File: src/sspc_regs.vh
// Sleep-state pin control: register map, field positions, encodings
// How it works
// - The S0 idle indicator and deep idle gate stay high in S0 and go low in S0i3 only when all idle criteria are met.
// - The S4 sleep indicator is driven low in S4 and in S5.
// - The S5 sleep indicator is driven high in S4 and low in S5.
// - On Deep Sx entry the S4 and S5 indicators keep the levels they held just before.
// - Outside Deep Sx mode the AC detect pin is driven low during reset instead of floating.
// - The power-down acknowledge stays 0 while the engine is full on or low power; when off it follows the wake logic.
// - The shared suspend pin starts as power-down acknowledge; with Deep Sx support later boots start as suspend warning.
// - AC detect, network wake and PCIe wake pull-downs are on in Deep Sx only when their config bit enables them.
// - Both core voltage-select outputs reset to 1 (1.8 V) and may later select 1.8 V or 3.3 V by processor and power state.
// - In S4/S5 and Deep Sx the always-on sleep indicator shows whether the engine is kept on in Sx.
// - Each pin is reset from its well: primary from resume reset, deep-sleep well from its power good, RTC well from RTC reset.
// - The deep idle gate may float high after resume reset and is driven to its gate level once its buffer enters native mode.
`ifndef SSPC_REGS_VH
`define SSPC_REGS_VH

////////////////////////////////////////////////////////////////////////
// Register byte offsets and configuration register reset value
`define SSPC_CFG_OFF 8'h00
`define SSPC_STAT_OFF 8'h04
`define SSPC_CFG_RST 8'h60

////////////////////////////////////////////////////////////////////////
// Configuration fields
`define SSPC_CFG_AC_PD 0
`define SSPC_CFG_LAN_PD 1
`define SSPC_CFG_PCIE_PD 2
`define SSPC_CFG_ENG_ON_SX 3
`define SSPC_CFG_DSX_SUP 4
`define SSPC_CFG_VID0 5
`define SSPC_CFG_VID1 6
`define SSPC_CFG_DSX_MODE 7

////////////////////////////////////////////////////////////////////////
// Platform power states
`define SSPC_PS_S0 3'h0
`define SSPC_PS_S0I3 3'h1
`define SSPC_PS_S4 3'h2
`define SSPC_PS_S5 3'h3
`define SSPC_PS_DSX 3'h4

// Management engine states
`define SSPC_ENG_FULL_ON 2'h0
`define SSPC_ENG_LOW_PWR 2'h1
`define SSPC_ENG_OFF 2'h2

`endif

File: src/sspc_top.v
// Sleep-state pin controller with APB configuration and status
//
// The APB interface to the registers and the address map were chosen for this implementation.
`timescale 1ns/10ps
`include "sspc_regs.vh"

module sspc_top (
	input wire ref_clk,
	input wire resetn,
	input wire clk_en,
	input wire resume_well_reset_n,
	input wire deep_sleep_well_power_good,
	input wire rtc_well_reset_n,
	input wire [2:0] platform_state,
	input wire idle_criteria_met,
	input wire [1:0] engine_state,
	input wire powerdown_ack_req,
	input wire suspend_warn_req,
	input wire gate_native_en,
	input wire psel,
	input wire penable,
	input wire pwrite,
	input wire [7:0] paddr,
	input wire [31:0] pwdata,
	output reg [31:0] prdata,
	output reg pready,
	output reg pslverr,
	output reg s0_idle_indicator_n,
	output reg processor_deep_idle_gate_n,
	output reg processor_deep_idle_gate_oe,
	output reg platform_reset_n,
	output reg s3_sleep_indicator_n,
	output reg s4_sleep_indicator_n,
	output reg s5_sleep_indicator_n,
	output reg always_on_domain_sleep_n,
	output reg suspend_well_sleep_n,
	output reg core_voltage_select_bit0,
	output reg core_voltage_select_bit1,
	output reg suspend_pin_level,
	output reg suspend_warn_mode,
	output reg ac_adapter_detect_o,
	output reg ac_adapter_detect_oe,
	output reg ac_adapter_detect_pd_en,
	output reg network_wake_pd_en,
	output reg pcie_wake_pd_en
);

////////////////////////////////////////////////////////////////////////
// Helpers

function is_run;
	input [2:0] st;
	begin
		is_run = (st == `SSPC_PS_S0) ||
			(st == `SSPC_PS_S0I3);
	end
endfunction

function is_dsx;
	input [2:0] st;
	begin
		is_dsx = (st == `SSPC_PS_DSX);
	end
endfunction

////////////////////////////////////////////////////////////////////////
// Per-well reset synchronisers
// Assert at once, release two edges later so well logic
// never sees a release racing the clock.

wire prim_arst_n;
wire dsw_arst_n;
wire rtc_arst_n;
reg [1:0] prim_sync_r;
reg [1:0] dsw_sync_r;
reg [1:0] rtc_sync_r;
wire prim_rst_n;
wire dsw_rst_n;
wire rtc_rst_n;

assign prim_arst_n = resetn & resume_well_reset_n;
assign dsw_arst_n = resetn & deep_sleep_well_power_good;
assign rtc_arst_n = resetn & rtc_well_reset_n;

always @(posedge ref_clk or negedge prim_arst_n) begin
	if (!prim_arst_n)
		prim_sync_r <= 2'h0;
	else if (clk_en)
		prim_sync_r <= {prim_sync_r[0], 1'b1};
end

always @(posedge ref_clk or negedge dsw_arst_n) begin
	if (!dsw_arst_n)
		dsw_sync_r <= 2'h0;
	else if (clk_en)
		dsw_sync_r <= {dsw_sync_r[0], 1'b1};
end

always @(posedge ref_clk or negedge rtc_arst_n) begin
	if (!rtc_arst_n)
		rtc_sync_r <= 2'h0;
	else if (clk_en)
		rtc_sync_r <= {rtc_sync_r[0], 1'b1};
end

// Only the second stage is read, never the first
assign prim_rst_n = prim_sync_r[1];
assign dsw_rst_n = dsw_sync_r[1];
assign rtc_rst_n = rtc_sync_r[1];

////////////////////////////////////////////////////////////////////////
// Configuration register, RTC well
// Kept in the RTC well so Deep Sx settings survive
// primary and deep-sleep well power loss.

reg [7:0] cfg_r;
wire acc_go;
wire hit_cfg;
wire hit_stat;
wire [11:0] stat_w;

// Strobe drops once pready is up, so each access is taken once
assign acc_go = psel & penable & ~pready;
assign hit_cfg = (paddr == `SSPC_CFG_OFF);
assign hit_stat = (paddr == `SSPC_STAT_OFF);

always @(posedge ref_clk or negedge rtc_rst_n) begin
	if (!rtc_rst_n)
		cfg_r <= `SSPC_CFG_RST;
	else if (clk_en && acc_go && pwrite && hit_cfg)
		cfg_r <= pwdata[7:0];
end

////////////////////////////////////////////////////////////////////////
// APB slave: one wait state, answer from flops

assign stat_w = {core_voltage_select_bit1,
	core_voltage_select_bit0, suspend_warn_mode,
	suspend_pin_level, suspend_well_sleep_n,
	always_on_domain_sleep_n, s5_sleep_indicator_n,
	s4_sleep_indicator_n, s3_sleep_indicator_n,
	platform_reset_n, processor_deep_idle_gate_n,
	s0_idle_indicator_n};

always @(posedge ref_clk or negedge resetn) begin
	if (!resetn) begin
		pready <= 1'b0;
		pslverr <= 1'b0;
		prdata <= 32'h00000000;
	end else if (clk_en) begin
		pready <= acc_go;
		if (acc_go) begin
			// Unmapped offsets error out and read back zero
			pslverr <= ~(hit_cfg | hit_stat);
			if (pwrite || !(hit_cfg || hit_stat))
				prdata <= 32'h00000000;
			else if (hit_cfg)
				prdata <= {24'h000000, cfg_r};
			else
				prdata <= {20'h00000, stat_w};
		end else begin
			pslverr <= 1'b0;
		end
	end
end

////////////////////////////////////////////////////////////////////////
// Primary well pins

reg susp_init_r;
wire run_st;
wire idle_ok;

assign run_st = is_run(platform_state);
assign idle_ok = (platform_state == `SSPC_PS_S0I3) &
	idle_criteria_met;

always @(posedge ref_clk or negedge prim_rst_n) begin
	if (!prim_rst_n) begin
		s0_idle_indicator_n <= 1'b1;
		processor_deep_idle_gate_n <= 1'b0;
		processor_deep_idle_gate_oe <= 1'b0;
		platform_reset_n <= 1'b0;
		core_voltage_select_bit0 <= 1'b1;
		core_voltage_select_bit1 <= 1'b1;
		suspend_pin_level <= 1'b0;
		suspend_warn_mode <= 1'b0;
		susp_init_r <= 1'b0;
	end else if (clk_en) begin
		s0_idle_indicator_n <= ~idle_ok;
		// High in S0 and in S0i3 until idle criteria are met; low otherwise
		processor_deep_idle_gate_n <= run_st & ~idle_ok;
		// Buffer floats until native mode; pin reads high
		if (gate_native_en)
			processor_deep_idle_gate_oe <= 1'b1;
		// Platform reset released only in the running states
		platform_reset_n <= run_st;
		// Outside S0 and S0i3 fall back to the safe 1.8 V select
		if (run_st) begin
			core_voltage_select_bit0 <=
				cfg_r[`SSPC_CFG_VID0];
			core_voltage_select_bit1 <=
				cfg_r[`SSPC_CFG_VID1];
		end else begin
			core_voltage_select_bit0 <= 1'b1;
			core_voltage_select_bit1 <= 1'b1;
		end
		// Mode is latched once per boot, never mid-run
		if (!susp_init_r) begin
			susp_init_r <= 1'b1;
			suspend_warn_mode <=
				cfg_r[`SSPC_CFG_DSX_SUP];
		end
		// Warning mode: pin low asks for power-loss prep
		if (suspend_warn_mode)
			suspend_pin_level <= ~suspend_warn_req;
		else if (engine_state == `SSPC_ENG_OFF)
			suspend_pin_level <= powerdown_ack_req;
		else
			suspend_pin_level <= 1'b0;
	end
end

////////////////////////////////////////////////////////////////////////
// Deep-sleep well pins

wire dsx_st;
wire eng_on_sx;

assign dsx_st = is_dsx(platform_state);
assign eng_on_sx = cfg_r[`SSPC_CFG_ENG_ON_SX];

always @(posedge ref_clk or negedge dsw_rst_n) begin
	if (!dsw_rst_n) begin
		s3_sleep_indicator_n <= 1'b0;
		s4_sleep_indicator_n <= 1'b0;
		s5_sleep_indicator_n <= 1'b0;
		always_on_domain_sleep_n <= 1'b0;
		suspend_well_sleep_n <= 1'b0;
		ac_adapter_detect_pd_en <= 1'b0;
		network_wake_pd_en <= 1'b0;
		pcie_wake_pd_en <= 1'b0;
	end else if (clk_en) begin
		// Suspend well sleeps only in Deep Sx
		s3_sleep_indicator_n <= run_st;
		suspend_well_sleep_n <= ~dsx_st;
		case (platform_state)
		`SSPC_PS_S0, `SSPC_PS_S0I3: begin
			s4_sleep_indicator_n <= 1'b1;
			s5_sleep_indicator_n <= 1'b1;
			always_on_domain_sleep_n <= 1'b1;
		end
		`SSPC_PS_S4: begin
			s4_sleep_indicator_n <= 1'b0;
			s5_sleep_indicator_n <= 1'b1;
			always_on_domain_sleep_n <= eng_on_sx;
		end
		`SSPC_PS_S5: begin
			s4_sleep_indicator_n <= 1'b0;
			s5_sleep_indicator_n <= 1'b0;
			always_on_domain_sleep_n <= eng_on_sx;
		end
		`SSPC_PS_DSX: begin
			// S4/S5 levels held from before entry
			s4_sleep_indicator_n <= s4_sleep_indicator_n;
			s5_sleep_indicator_n <= s5_sleep_indicator_n;
			always_on_domain_sleep_n <= eng_on_sx;
		end
		default: begin
			// Unknown code: hold, never glitch a rail
			s4_sleep_indicator_n <= s4_sleep_indicator_n;
			s5_sleep_indicator_n <= s5_sleep_indicator_n;
			always_on_domain_sleep_n <=
				always_on_domain_sleep_n;
		end
		endcase
		// Pull-downs only matter once the upper wells are off
		ac_adapter_detect_pd_en <= dsx_st &
			cfg_r[`SSPC_CFG_AC_PD];
		network_wake_pd_en <= dsx_st &
			cfg_r[`SSPC_CFG_LAN_PD];
		pcie_wake_pd_en <= dsx_st &
			cfg_r[`SSPC_CFG_PCIE_PD];
	end
end

////////////////////////////////////////////////////////////////////////
// AC detect drive, RTC well
// Lives outside the deep-sleep well so it can act while
// that well is still in reset.

always @(posedge ref_clk or negedge rtc_rst_n) begin
	if (!rtc_rst_n) begin
		ac_adapter_detect_o <= 1'b0;
		ac_adapter_detect_oe <= 1'b0;
	end else if (clk_en) begin
		// Level is fixed low; only the enable moves
		ac_adapter_detect_o <= 1'b0;
		ac_adapter_detect_oe <= ~dsw_rst_n &
			~cfg_r[`SSPC_CFG_DSX_MODE];
	end
end

endmodule // sspc_top

File: config.mk
export PLATFORM = sky130hd
export DESIGN_NAME = sspc_top
export DESIGN_NICKNAME = d
export VERILOG_FILES = /design/src/sspc_top.v
export VERILOG_INCLUDE_DIRS = /design/src
export SDC_FILE = /design/constraint.sdc
export NUM_CORES = 1
export LEC_CHECK = 0
export ABC_AREA = 1
export BUFFER_PORTS_ARGS = -buffer_cell sky130_fd_sc_hd__buf_2
export CAP_MARGIN = 10
export CORE_ASPECT_RATIO = 2
export CORE_UTILIZATION = 41
export DETAILED_ROUTE_END_ITERATION = 7
export PLACE_DENSITY = 0.76
export SYNTH_ARGS = -nofsm -noshare
export SYNTH_HDL_FRONTEND = slang
export SYNTH_SLANG_ARGS = --single-unit
File: constraint.sdc
create_clock -name ref_clk -period 0.8 [get_ports ref_clk]
set_clock_uncertainty 0.1 [all_clocks]
set_input_delay 0.04 -clock ref_clk [delete_from_list [all_inputs] [get_ports ref_clk]]
set_output_delay 0.04 -clock ref_clk [all_outputs]
set_load 0.01 [all_outputs]
# Yosys cells after proc, flatten, opt, wreduce, memory -nomap -nowiden
# Cells that the tools add are included.
dict set report op_classes {
  n_eq_ne 6
  muxes 10
  bitwise 20
  reduce_logical 22
}
# op n
set ops {}
lappend ops {{$mux 12} 2}
lappend ops {{$reduce_and 2->1} 6}
lappend ops {{$and 1x1->1} 11}
lappend ops {{$eq 8x3->1 const B} 1}
lappend ops {{$logic_not 8->1} 1}
lappend ops {{$not 1->1} 8}
lappend ops {{$eq 3x2->1 const B} 2}
lappend ops {{$pmux 1 s2} 3}
lappend ops {{$reduce_bool 2->1} 3}
lappend ops {{$reduce_or 3->1} 2}
lappend ops {{$mux 1} 5}
lappend ops {{$reduce_or 2->1} 2}
lappend ops {{$eq 3x1->1 const B} 1}
lappend ops {{$eq 3x3->1 const B} 1}
lappend ops {{$logic_and 1x1->1} 3}
lappend ops {{$logic_not 3->1} 1}
lappend ops {{$logic_or 1x1->1} 3}
lappend ops {{$eq 2x2->1 const B} 1}
lappend ops {{$logic_not 1->1} 1}
lappend ops {{$or 1x1->1} 1}
dict set report word_totals {
  reg_bits 66
  output_inout_bits 52
}

# Logic depth before layout (Yosys ltp)
# Gate-level depths: netlist of run 1.
dict set report logic_depth {
  word_depth 5
  mapped_depth 8
}

# Least setup slack after synthesis of run 1
# Ideal clock, no wire load.
dict set report synth_path {
  kind {flip-flop to flip-flop}
  from {reg pready}
  to {reg prdata[2]}
  setup_time_ps 65
  arrival_time_ps 1131
  t_required_ps 635
  slack_ps -496
  path_stages_with_launch 9
  n_path_buf 1
  path_cell_list {dfrtp_1 -> inv_1 -> nand3_1 -> nor2_4 -> nand2_2 -> nor2_4 -> buf_6 -> nand2_1 -> nand2_1}
}
dict set report synth_between {
  elab_chain_cells 3
}
# item line
set synth_rtl {}
lappend synth_rtl {{start: declaration} sspc_top.v:26} ;# output reg pready,
lappend synth_rtl {{start signal: assignment} sspc_top.v:151} ;# pready <= acc_go;
lappend synth_rtl {{$not 1->1} sspc_top.v:123} ;# assign acc_go = psel & penable & ~pready;
lappend synth_rtl {{$and 1x1->1} sspc_top.v:123}
lappend synth_rtl {{$reduce_and 2->1 (no source line)} --}
lappend synth_rtl {{end signal: assignment} sspc_top.v:158} ;# prdata <= {24'h000000, cfg_r};
lappend synth_rtl {{end signal: assignment} sspc_top.v:160} ;# prdata <= {20'h00000, stat_w};
lappend synth_rtl {{end: declaration} sspc_top.v:25} ;# output reg [31:0] prdata,
# Every way passes these cells.
# A chain may end at the register's enable or synchronous reset.

# Worst setup path after layout of run 1
dict set report layout_path {
  from {reg pready}
  to {reg prdata[5]}
}
# Same word-level chain as after synthesis.

==> results.sh, run 1 <==
export IMPL_clk_pin_slew_ps=90
export IMPL_fin_area_um2=3540
export IMPL_arrival_ps=1460
export IMPL_hold_viol=2
export IMPL_critPathCaptureType="register"
export IMPL_dr_max_layer_used="met4"
export IMPL_rows=37
export IMPL_portBuffers=64
export IMPL_die_w_um=53.9
export IMPL_violations="hold timing, setup timing"
export IMPL_clk_latency_ps=310
export IMPL_synth_seq_cells=46
export IMPL_fin_ws_ps=-512
export IMPL_drive_above_1_share_pct=45.4
export IMPL_place_ws_ps=-505
export IMPL_nets=462
export IMPL_switching_share_pct=27.2
export IMPL_yosysSeqAreaShare_pct=52.4
export IMPL_place_area_um2=2720
export IMPL_grt_max_degree=22
export IMPL_fin_crit_sh_pct=164
export IMPL_worstPathRequired_ps=950
export IMPL_grt_pass1_vias=2227
export IMPL_timing_hold_ws_ps=-74.3
export IMPL_seq_power_share_pct=49.5
export IMPL_die_h_um=106
export IMPL_met3_length_um=248
export IMPL_dpl_hpwl_um=4090
export IMPL_multi_input_area_um2=947
export IMPL_period_needed_ps=1310
export IMPL_crit_type="register to register"
export IMPL_routedLengthMet1_um=2340
export IMPL_power_leakage_nw=1.93
export IMPL_timing_max_cap_violations=0
export IMPL_rsz0062_at_grt="yes"
export IMPL_worstPathMaxFanout=6
export IMPL_ant_nets=0
export IMPL_antennaDiodeCount=0
export IMPL_crit_chain="inv_2 > nand3_2 > nor2_4 > nand2_4 > nor2_4 > nand2_1 > nand2_1"
export IMPL_syn_avg_cell_area_um2=8.42
export IMPL_slowest_stage="dfrtp_1"
export IMPL_routed_wl_um=6630
export IMPL_p_int_w=0.00366
export IMPL_peakVddDrop_mv=1.55
export IMPL_grt_pass1_wl_um=9860
export IMPL_cts_tree="done"
export IMPL_post_route_drc_count=0
export IMPL_slowest_delay_ps=400
export IMPL_gp_congestion=0.855
export IMPL_first_pass_iters=4
export IMPL_ios=110
export IMPL_ctsHoldBuffers=17
export IMPL_num_vias=2263
export IMPL_clk_path_buf_depth=2
export IMPL_cp_buffers_inverters=1
export IMPL_syn2layout_area_growth_pct=60.3
export IMPL_finalSetupViolations=73
export IMPL_min_path_type="primary input to register"
export IMPL_slew_viol_final=0
export IMPL_dieArea_um2=5700
export IMPL_cts_buffers=5
export IMPL_fmax_ghz=0.762
export IMPL_core_um2=5140
export IMPL_drt_iter0_markers=74
export IMPL_synth_area_um2=2210
export IMPL_wl_met2_um=3790
export IMPL_fillers=370
export IMPL_rrSetupSlack_ps=-510
export IMPL_antenna_found_initial=0
export IMPL_pwr_share_comb_pct=20.7
export IMPL_yosys_warnings=0
export IMPL_start_util_pct=43.0
export IMPL_power_switching_w=0.00137
export IMPL_status="finished, violations left"
export IMPL_grt_overflow_total=0
export IMPL_p_per_area_nw_per_um2=1420
export IMPL_totalPowerFinal_w=0.00503
export IMPL_wl_per_cell_um=14.3
export IMPL_utilization_pct=68.8
export IMPL_startpoint_type="register"
export IMPL_track_usage_pct=24.0
export IMPL_p_clk_share_pct=29.8
export IMPL_crit_family="simple AND/OR/NAND/NOR gates"
export IMPL_regArea_um2=1160
export IMPL_root_buffer="clkbuf_8"
export IMPL_ys_types=26
export IMPL_cts_sinks=46
export IMPL_cts_htree_levels=2
export IMPL_syn_inst=262
export IMPL_vias_per_cell=4.89
## state kept, by name, indices dropped and copies added (netlist names), 2 cells and up
register	count
rtc_sync_r	2
prdata	12
prim_sync_r	2
dsw_sync_r	2
cfg_r	8
## synthesized netlist by cell type (all sizes together)
library cell | count | area share [%]
nand2 | 107 | 19
dfrtp | 41 | 46
buf | 27 | 9.5
inv | 19 | 3.3
nor2 | 19 | 4.8
o21ai | 15 | 3.4
nand3 | 12 | 2.7
dfstp | 5 | 6.0
a21oi | 4 | 0.91
or2 | 3 | 0.85
nand4 | 2 | 1.2
a21o | 1 | 0.34
a31oi | 1 | 0.28
clkbuf | 1 | 0.17
conb | 1 | 0.17
nor3 | 1 | 0.23
o21a | 1 | 0.34
o22ai | 1 | 0.28
o31ai | 1 | 0.34
## layout make-up
type / instances / share of cell area, %
clock buffers: 7 / 2.44
clock inverters: 1 / 0.141
inverters: 19 / 2.09
multi-input cells: 190 / 26.8
flip-flops and latches: 46 / 32.8
well taps: 58 / 2.05
repair buffers: 142 / 33.7
## worst register-to-register path, stage by stage (launching register included)
cell and delay, ps:
dfrtp_1 400, inv_2 100, nand3_2 90, nor2_4 130, nand2_4 90, nor2_4 180, nand2_1 90, nand2_1 70
## final timing paths
check	start	end	depth (start not counted)
worst max-delay path	pready	prdata[5]	7
worst min-delay path	suspend_warn_req	suspend_pin_level	4
worst max register to register	pready	prdata[5]	7
worst min register to register	prim_sync_r[1]	suspend_pin_level	1
max in group asynchronous	resetn	prdata[5]	3
min in group asynchronous	rtc_well_reset_n	rtc_sync_r[1]	4
## per-stage QoR
step	std cells	setup TNS [ps]
after floorplan	282	-8350
after global placement	402	-10550
after detailed placement	402	-12030
after CTS	453	-18080
after global routing	463	-21170
final	463	-18690
## power groups by stage
stage               combinational [W]  sequential, W  clock [W]
floorplan                    0.000333        0.00256          0
global placement             0.000643        0.00252          0
detailed placement           0.000658        0.00252          0
CTS                          0.000948        0.00248    0.00152
global route                  0.00112        0.00249    0.00162
finish                        0.00104        0.00249    0.00150
## placed cells by master, fill, tap and decap left out, drive strengths merged
cell | netlist | layout
dfrtp | 41 | 41
nand4 | 2 | 2
a21o | 1 | 1
o21a | 1 | 1
nand2 | 107 | 107
dfstp | 5 | 5
or2 | 3 | 3
dlygate4sd3 | 0 | 17
nor2 | 19 | 20
o21ai | 15 | 15
a31oi | 1 | 1
clkbuf | 1 | 7
inv | 19 | 19
nand3 | 12 | 12
a21oi | 4 | 4
conb | 1 | 21
clkinv | 0 | 1
o22ai | 1 | 1
o31ai | 1 | 1
nor3 | 1 | 1
buf | 27 | 125
## per-layer routing
layer	track usage, %	up-vias
met5	0	-
met4	11.7	0
met3	3.03	22
met2	42.2	105
met1	26.4	1082
li1	-	1054
## logic make-up (layout without fill, tap and decap cells)
group / count (synthesis) / after routing / share of synthesized area (%)
AO/OA/AOI/OAI: 24 / 24 / 5.90
flip-flops: 46 / 46 / 52.4
buffers and inverters: 47 / 169 / 13.0
other: 1 / 21 / 0.170
AND/OR/NAND/NOR: 144 / 145 / 28.5
## what timing repair did
action | CTS | global route
gates cloned | 2 | 0
pin swaps | 14 | 12
setup buffers | 25 | 13
endpoints found under the hold margin | 34 | 2
endpoints found under the setup margin | 65 | 72
resized for setup | 44 | 31
Note: power is estimated with default switching activity, not from simulation.
==> inputs of run 2 (changes only) <==
--- a/config.mk
+++ b/config.mk
@@ -10,9 +10,9 @@
 export BUFFER_PORTS_ARGS = -buffer_cell sky130_fd_sc_hd__buf_2
 export CAP_MARGIN = 10
 export CORE_ASPECT_RATIO = 2
-export CORE_UTILIZATION = 41
+export CORE_UTILIZATION = 40
 export DETAILED_ROUTE_END_ITERATION = 7
-export PLACE_DENSITY = 0.76
+export PLACE_DENSITY = 0.74
 export SYNTH_ARGS = -nofsm -noshare
 export SYNTH_HDL_FRONTEND = slang
 export SYNTH_SLANG_ARGS = --single-unit
==> results.sh, run 2 (synthesis gave the netlist of run 1 again) <==
export IMPL_grt_max_degree=22
export IMPL_place_area_um2=2710
export IMPL_nets=454
export IMPL_gp_congestion=0.843
export IMPL_core_um2=5230
export IMPL_min_path_type="primary input to register"
export IMPL_fin_ws_ps=-515
export IMPL_num_vias=2175
export IMPL_p_per_area_nw_per_um2=1430
export IMPL_clk_pin_slew_ps=90
export IMPL_pwr_share_comb_pct=19.8
export IMPL_final_cell_mix="nand2_1, buf_2, dfrtp_1"
export IMPL_routed_wl_um=6290
export IMPL_top_regs="prdata: 12 flops, cfg_r: 8 flops"
export IMPL_crit_type="register to register"
export IMPL_power_switching_w=0.00131
export IMPL_slew_viol_final=0
export IMPL_grt_pass1_vias=2141
export IMPL_dp_cells=401
export IMPL_ios=110
export IMPL_violations="hold timing, setup timing"
export IMPL_track_usage_pct=23.4
export IMPL_fmax_ghz=0.761
export IMPL_status="finished, violations left"
export IMPL_startpoint_type="register"
export IMPL_cts_tree="done"
export IMPL_layout_commonest_cell="nand2_1"
export IMPL_post_route_drc_count=0
export IMPL_grt_overflow_total=0
export IMPL_first_pass_iters=4
export IMPL_dieArea_um2=5840
export IMPL_peakVddDrop_mv=1.55
export IMPL_seq_power_share_pct=50.4
export IMPL_portBuffers=64
export IMPL_critPathCaptureType="register"
export IMPL_p_clk_share_pct=29.8
export IMPL_syn2layout_area_growth_pct=55.7
export IMPL_regMostFlops="prdata"
export IMPL_drive_above_1_share_pct=43.3
export IMPL_fillers=426
export IMPL_fin_cells=455
export IMPL_power_leakage_nw=1.89
export IMPL_drt_iter0_markers=84
export IMPL_rsz0062_at_grt="yes"
export IMPL_ctsHoldBuffers=16
export IMPL_switching_share_pct=26.6
export IMPL_largest_reg_flops=12
export IMPL_period_needed_ps=1310
export IMPL_finalSetupViolations=71
export IMPL_root_buffer="clkbuf_8"
export IMPL_die_w_um=54.5
export IMPL_clk_path_buf_depth=2
export IMPL_dpl_hpwl_um=4160
export IMPL_timing_max_cap_violations=0
export IMPL_fin_area_um2=3440
export IMPL_hold_viol=2
export IMPL_worstPathRequired_ps=930
export IMPL_arrival_ps=1450
export IMPL_cts_buffers=5
export IMPL_p_int_w=0.00362
export IMPL_grt_pass1_wl_um=9850
export IMPL_cts_htree_levels=2
export IMPL_fin_crit_sh_pct=164
export IMPL_start_util_pct=42.2
export IMPL_cts_sinks=46
export IMPL_vias_per_cell=4.78
export IMPL_wl_per_cell_um=13.8
export IMPL_worstPathMaxFanout=6
export IMPL_antennaDiodeCount=0
export IMPL_timing_hold_ws_ps=-36.9
export IMPL_die_h_um=107
export IMPL_antenna_found_initial=0
export IMPL_rows=37
export IMPL_clk_latency_ps=300
export IMPL_ant_nets=0
-- run 2: worst paths after layout --
kind / cells past startpoint / slack (ps) / start / endpoint
hold / removal: 4 / -40 / engine_state[0] / suspend_pin_level
min in group asynchronous: 4 / 40 / resume_well_reset_n / prim_sync_r[1]
max in group asynchronous: 3 / 150 / resetn / prdata[4]
hold reg to reg: 1 / 80 / prim_sync_r[1] / processor_deep_idle_gate_oe
setup / recovery: 7 / -510 / pready / prdata[9]
setup reg to reg: 7 / -510 / pready / prdata[9]
-- run 2: area by class of cell --
cell class	count	area, um^2	area share, %
timing repair buffer	134	1090	31.8
inverter	19	73.8	2.15
clock inverter	2	12.5	0.364
tap	58	72.6	2.11
clock buffer	6	82.6	2.40
multi-input combinational	190	941	27.4
sequential	46	1160	33.8
-- run 2: through the flow --
stage	hold WS, ps	setup TNS [ps]	setup slack (ps)	total power, W	utilization [%]
after CTS	-77.9	-17120	-468	0.00488	63.1
after global routing	-33.4	-21100	-592	0.00515	65.7
final	-36.9	-18050	-515	0.00493	65.7
after global placement	-195	-10610	-439	0.00317	51.9
after floorplan	-356	-8350	-404	0.00290	-
after detailed placement	-191	-11930	-469	0.00318	51.9
-- run 2: power by group through the flow --
stage                     Sequential [W]  Combinational, W  Clock [W]
after floorplan                  0.00256          0.000333          0
after global routing             0.00249           0.00107    0.00160
final                            0.00248          0.000976    0.00147
after CTS                        0.00248          0.000920    0.00149
after detailed placement         0.00252          0.000667          0
after global placement           0.00252          0.000651          0
-- run 2: routing by layer --
| metal | vias up | global-route usage (%) | part of all wire, % |
|---|---|---|---|
| met3 | 17 | 2.98 | 2.5 |
| met2 | 77 | 42.2 | 59 |
| met5 | - | 0 | 0 |
| li1 | 1035 | - | - |
| met1 | 1046 | 25.6 | 35 |
| met4 | 0 | 9.71 | 3.0 |
-- run 2: critical path, stage by stage, from the launching register on --
cell     delay [ps]
dfrtp_1         400
inv_2           110
nand3_2         100
nor2_4          130
nand2_4          80
nor2_4          170
nand2_1          90
nand2_1          70
-- run 2: repair_timing --
item | in CTS | in global routing
hold endpoints to repair | 33 | 1
gates cloned | 2 | 0
buffers inserted | 21 | 8
gates resized for setup | 37 | 22
setup endpoints to repair | 66 | 73
pin swaps | 10 | 14
==> inputs of run 3 (changes only) <==
--- a/config.mk
+++ b/config.mk
@@ -13,6 +13,7 @@
 export CORE_UTILIZATION = 40
 export DETAILED_ROUTE_END_ITERATION = 7
 export PLACE_DENSITY = 0.74
+export REMOVE_ABC_BUFFERS = 1
 export SYNTH_ARGS = -nofsm -noshare
 export SYNTH_HDL_FRONTEND = slang
 export SYNTH_SLANG_ARGS = --single-unit
==> results.sh, run 3 (synthesis gave the netlist of run 1 again) <==
export IMPL_status="finished, violations left"
export IMPL_violations="hold timing, setup timing"
export IMPL_dpl_hpwl_um=4100
export IMPL_antennaDiodeCount=0
export IMPL_arrival_ps=1360
export IMPL_startpoint_type="register"
export IMPL_layout_commonest_cell="nand2_1"
export IMPL_routed_wl_um=5910
export IMPL_period_needed_ps=1260
export IMPL_fillers=420
export IMPL_syn2layout_area_growth_pct=55.6
export IMPL_vias_per_cell=4.70
export IMPL_clk_path_buf_depth=2
export IMPL_worstPathRequired_ps=900
export IMPL_drt_iter0_markers=36
export IMPL_largest_reg_flops=12
export IMPL_cts_sinks=46
export IMPL_slowest_stage="dfrtp_1"
export IMPL_clk_latency_ps=310
export IMPL_ant_nets=0
export IMPL_totalNegativeSetupSlack_ps=-17580
export IMPL_start_util_pct=42.2
export IMPL_grt_overflow_total=0
export IMPL_drive_above_1_share_pct=44.1
export IMPL_cts_tree="done"
export IMPL_die_w_um=54.5
export IMPL_regMostFlops="prdata"
export IMPL_crit_chain="inv_2 > buf_6 > nand4_4 > nor2_4 > nand2_4 > nand2_1 > nand2_1"
export IMPL_root_buffer="clkbuf_8"
export IMPL_crit_type="register to register"
export IMPL_portBuffers=64
export IMPL_peakVddDrop_mv=1.53
export IMPL_finalSetupViolations=71
export IMPL_fmax_ghz=0.792
export IMPL_hold_viol=2
export IMPL_top_regs="prdata: 12 flops, cfg_r: 8 flops"
export IMPL_critPathCaptureType="register"
export IMPL_slowest_delay_ps=400
export IMPL_timing_max_cap_violations=0
export IMPL_dieArea_um2=5840
export IMPL_rrSetupSlack_ps=-460
export IMPL_track_usage_pct=22.5
export IMPL_rsz0062_at_grt="yes"
export IMPL_rows=37
export IMPL_totalPowerFinal_w=0.00493
export IMPL_power_leakage_nw=1.87
export IMPL_wl_per_cell_um=12.9
export IMPL_die_h_um=107
export IMPL_p_per_area_nw_per_um2=1440
export IMPL_post_route_drc_count=0
export IMPL_antenna_found_initial=0
export IMPL_utilization_pct=65.6
export IMPL_num_vias=2147
export IMPL_crit_top_cell="nand2_1"
export IMPL_regArea_um2=1160
export IMPL_grt_pass1_wl_um=9600
export IMPL_nets=456
export IMPL_grt_pass1_vias=2185
export IMPL_timing_hold_ws_ps=-92.7
export IMPL_ctsHoldBuffers=14
export IMPL_worstPathMaxFanout=8
export IMPL_ios=110
export IMPL_first_pass_iters=8
export IMPL_slew_viol_final=0
export IMPL_core_um2=5230
export IMPL_fin_ws_ps=-462
export IMPL_min_path_type="primary input to register"
export IMPL_fin_crit_sh_pct=158
export IMPL_grt_max_degree=18
export IMPL_multi_input_area_um2=938
export IMPL_final_cell_mix="nand2_1, buf_2, dfrtp_1, buf_6, buf_4"
export IMPL_gp_congestion=0.847
export IMPL_cts_htree_levels=2
export IMPL_cts_buffers=5
export IMPL_clk_pin_slew_ps=90
## run 3: cell types whose count changed in the layout (fill, tap and decap cells not counted), moves of 3 or more
cell,change
dfrtp_1,+3
nand2_2,+3
buf_6,+11
buf_2,-4
dfrtp_2,-3
## run 3: cell type report
type                       count  area share [%]
clock inverter                 2           0.401
inverter                      19            2.22
tap                           58            2.11
timing repair buffer         136            32.1
sequential                    46            33.7
clock buffer                   6            2.11
multi-input combinational    190            27.3
## run 3: where the power goes
| part | leakage [nW] | switching [W] | total (W) | internal (W) |
|---|---|---|---|---|
| clock network | 0.0452 | 0.000824 | 0.00144 | 0.000618 |
| registers | 0.567 | 0.0000660 | 0.00248 | 0.00241 |
| logic | 1.26 | 0.000476 | 0.00101 | 0.000537 |
| total | 1.87 | 0.00137 | 0.00493 | 0.00357 |
## run 3: per-layer routing
metal | up-vias | part of all wire (%) | global-route usage, %
met5 | - | 0 | 0
li1 | 1042 | - | -
met4 | 0 | 4.0 | 12.6
met3 | 17 | 3.4 | 3.12
met1 | 1010 | 36 | 23.4
met2 | 78 | 56 | 40.1
## run 3: metrics by stage
stage          cell area (um^2)  instances  setup WS (ps)
2_1_floorplan              2070        254           -543
3_3_place_gp               2740        411           -451
3_5_place_dp               2740        411           -505
4_1_cts                    3300        453           -472
5_1_grt                    3430        457           -524
6_report                   3430        457           -462
## run 3: final timing paths
path | start | endpoint | depth (start not counted)
max | pready | cfg_r[1] | 7
min in group asynchronous | deep_sleep_well_power_good | dsw_sync_r[0] | 4
min reg2reg | prim_sync_r[1] | suspend_pin_level | 1
max reg2reg | pready | cfg_r[1] | 7
max in group asynchronous | resetn | rtc_sync_r[0] | 4
min | suspend_warn_req | suspend_pin_level | 4
## run 3: what timing repair did
item,in CTS,in global routing
setup buffers,19,5
cloned,1,0
hold endpoints to repair,32,2
pin swaps,18,15
resized for setup,48,33
endpoints found under the setup margin,66,73
## run 3: critical path: cells and delay by family (launching register included)
family / cells / cell delay, ps
DFF: 1 / 400
buffers and inverters: 2 / 180
and+or+nand+nor: 5 / 490
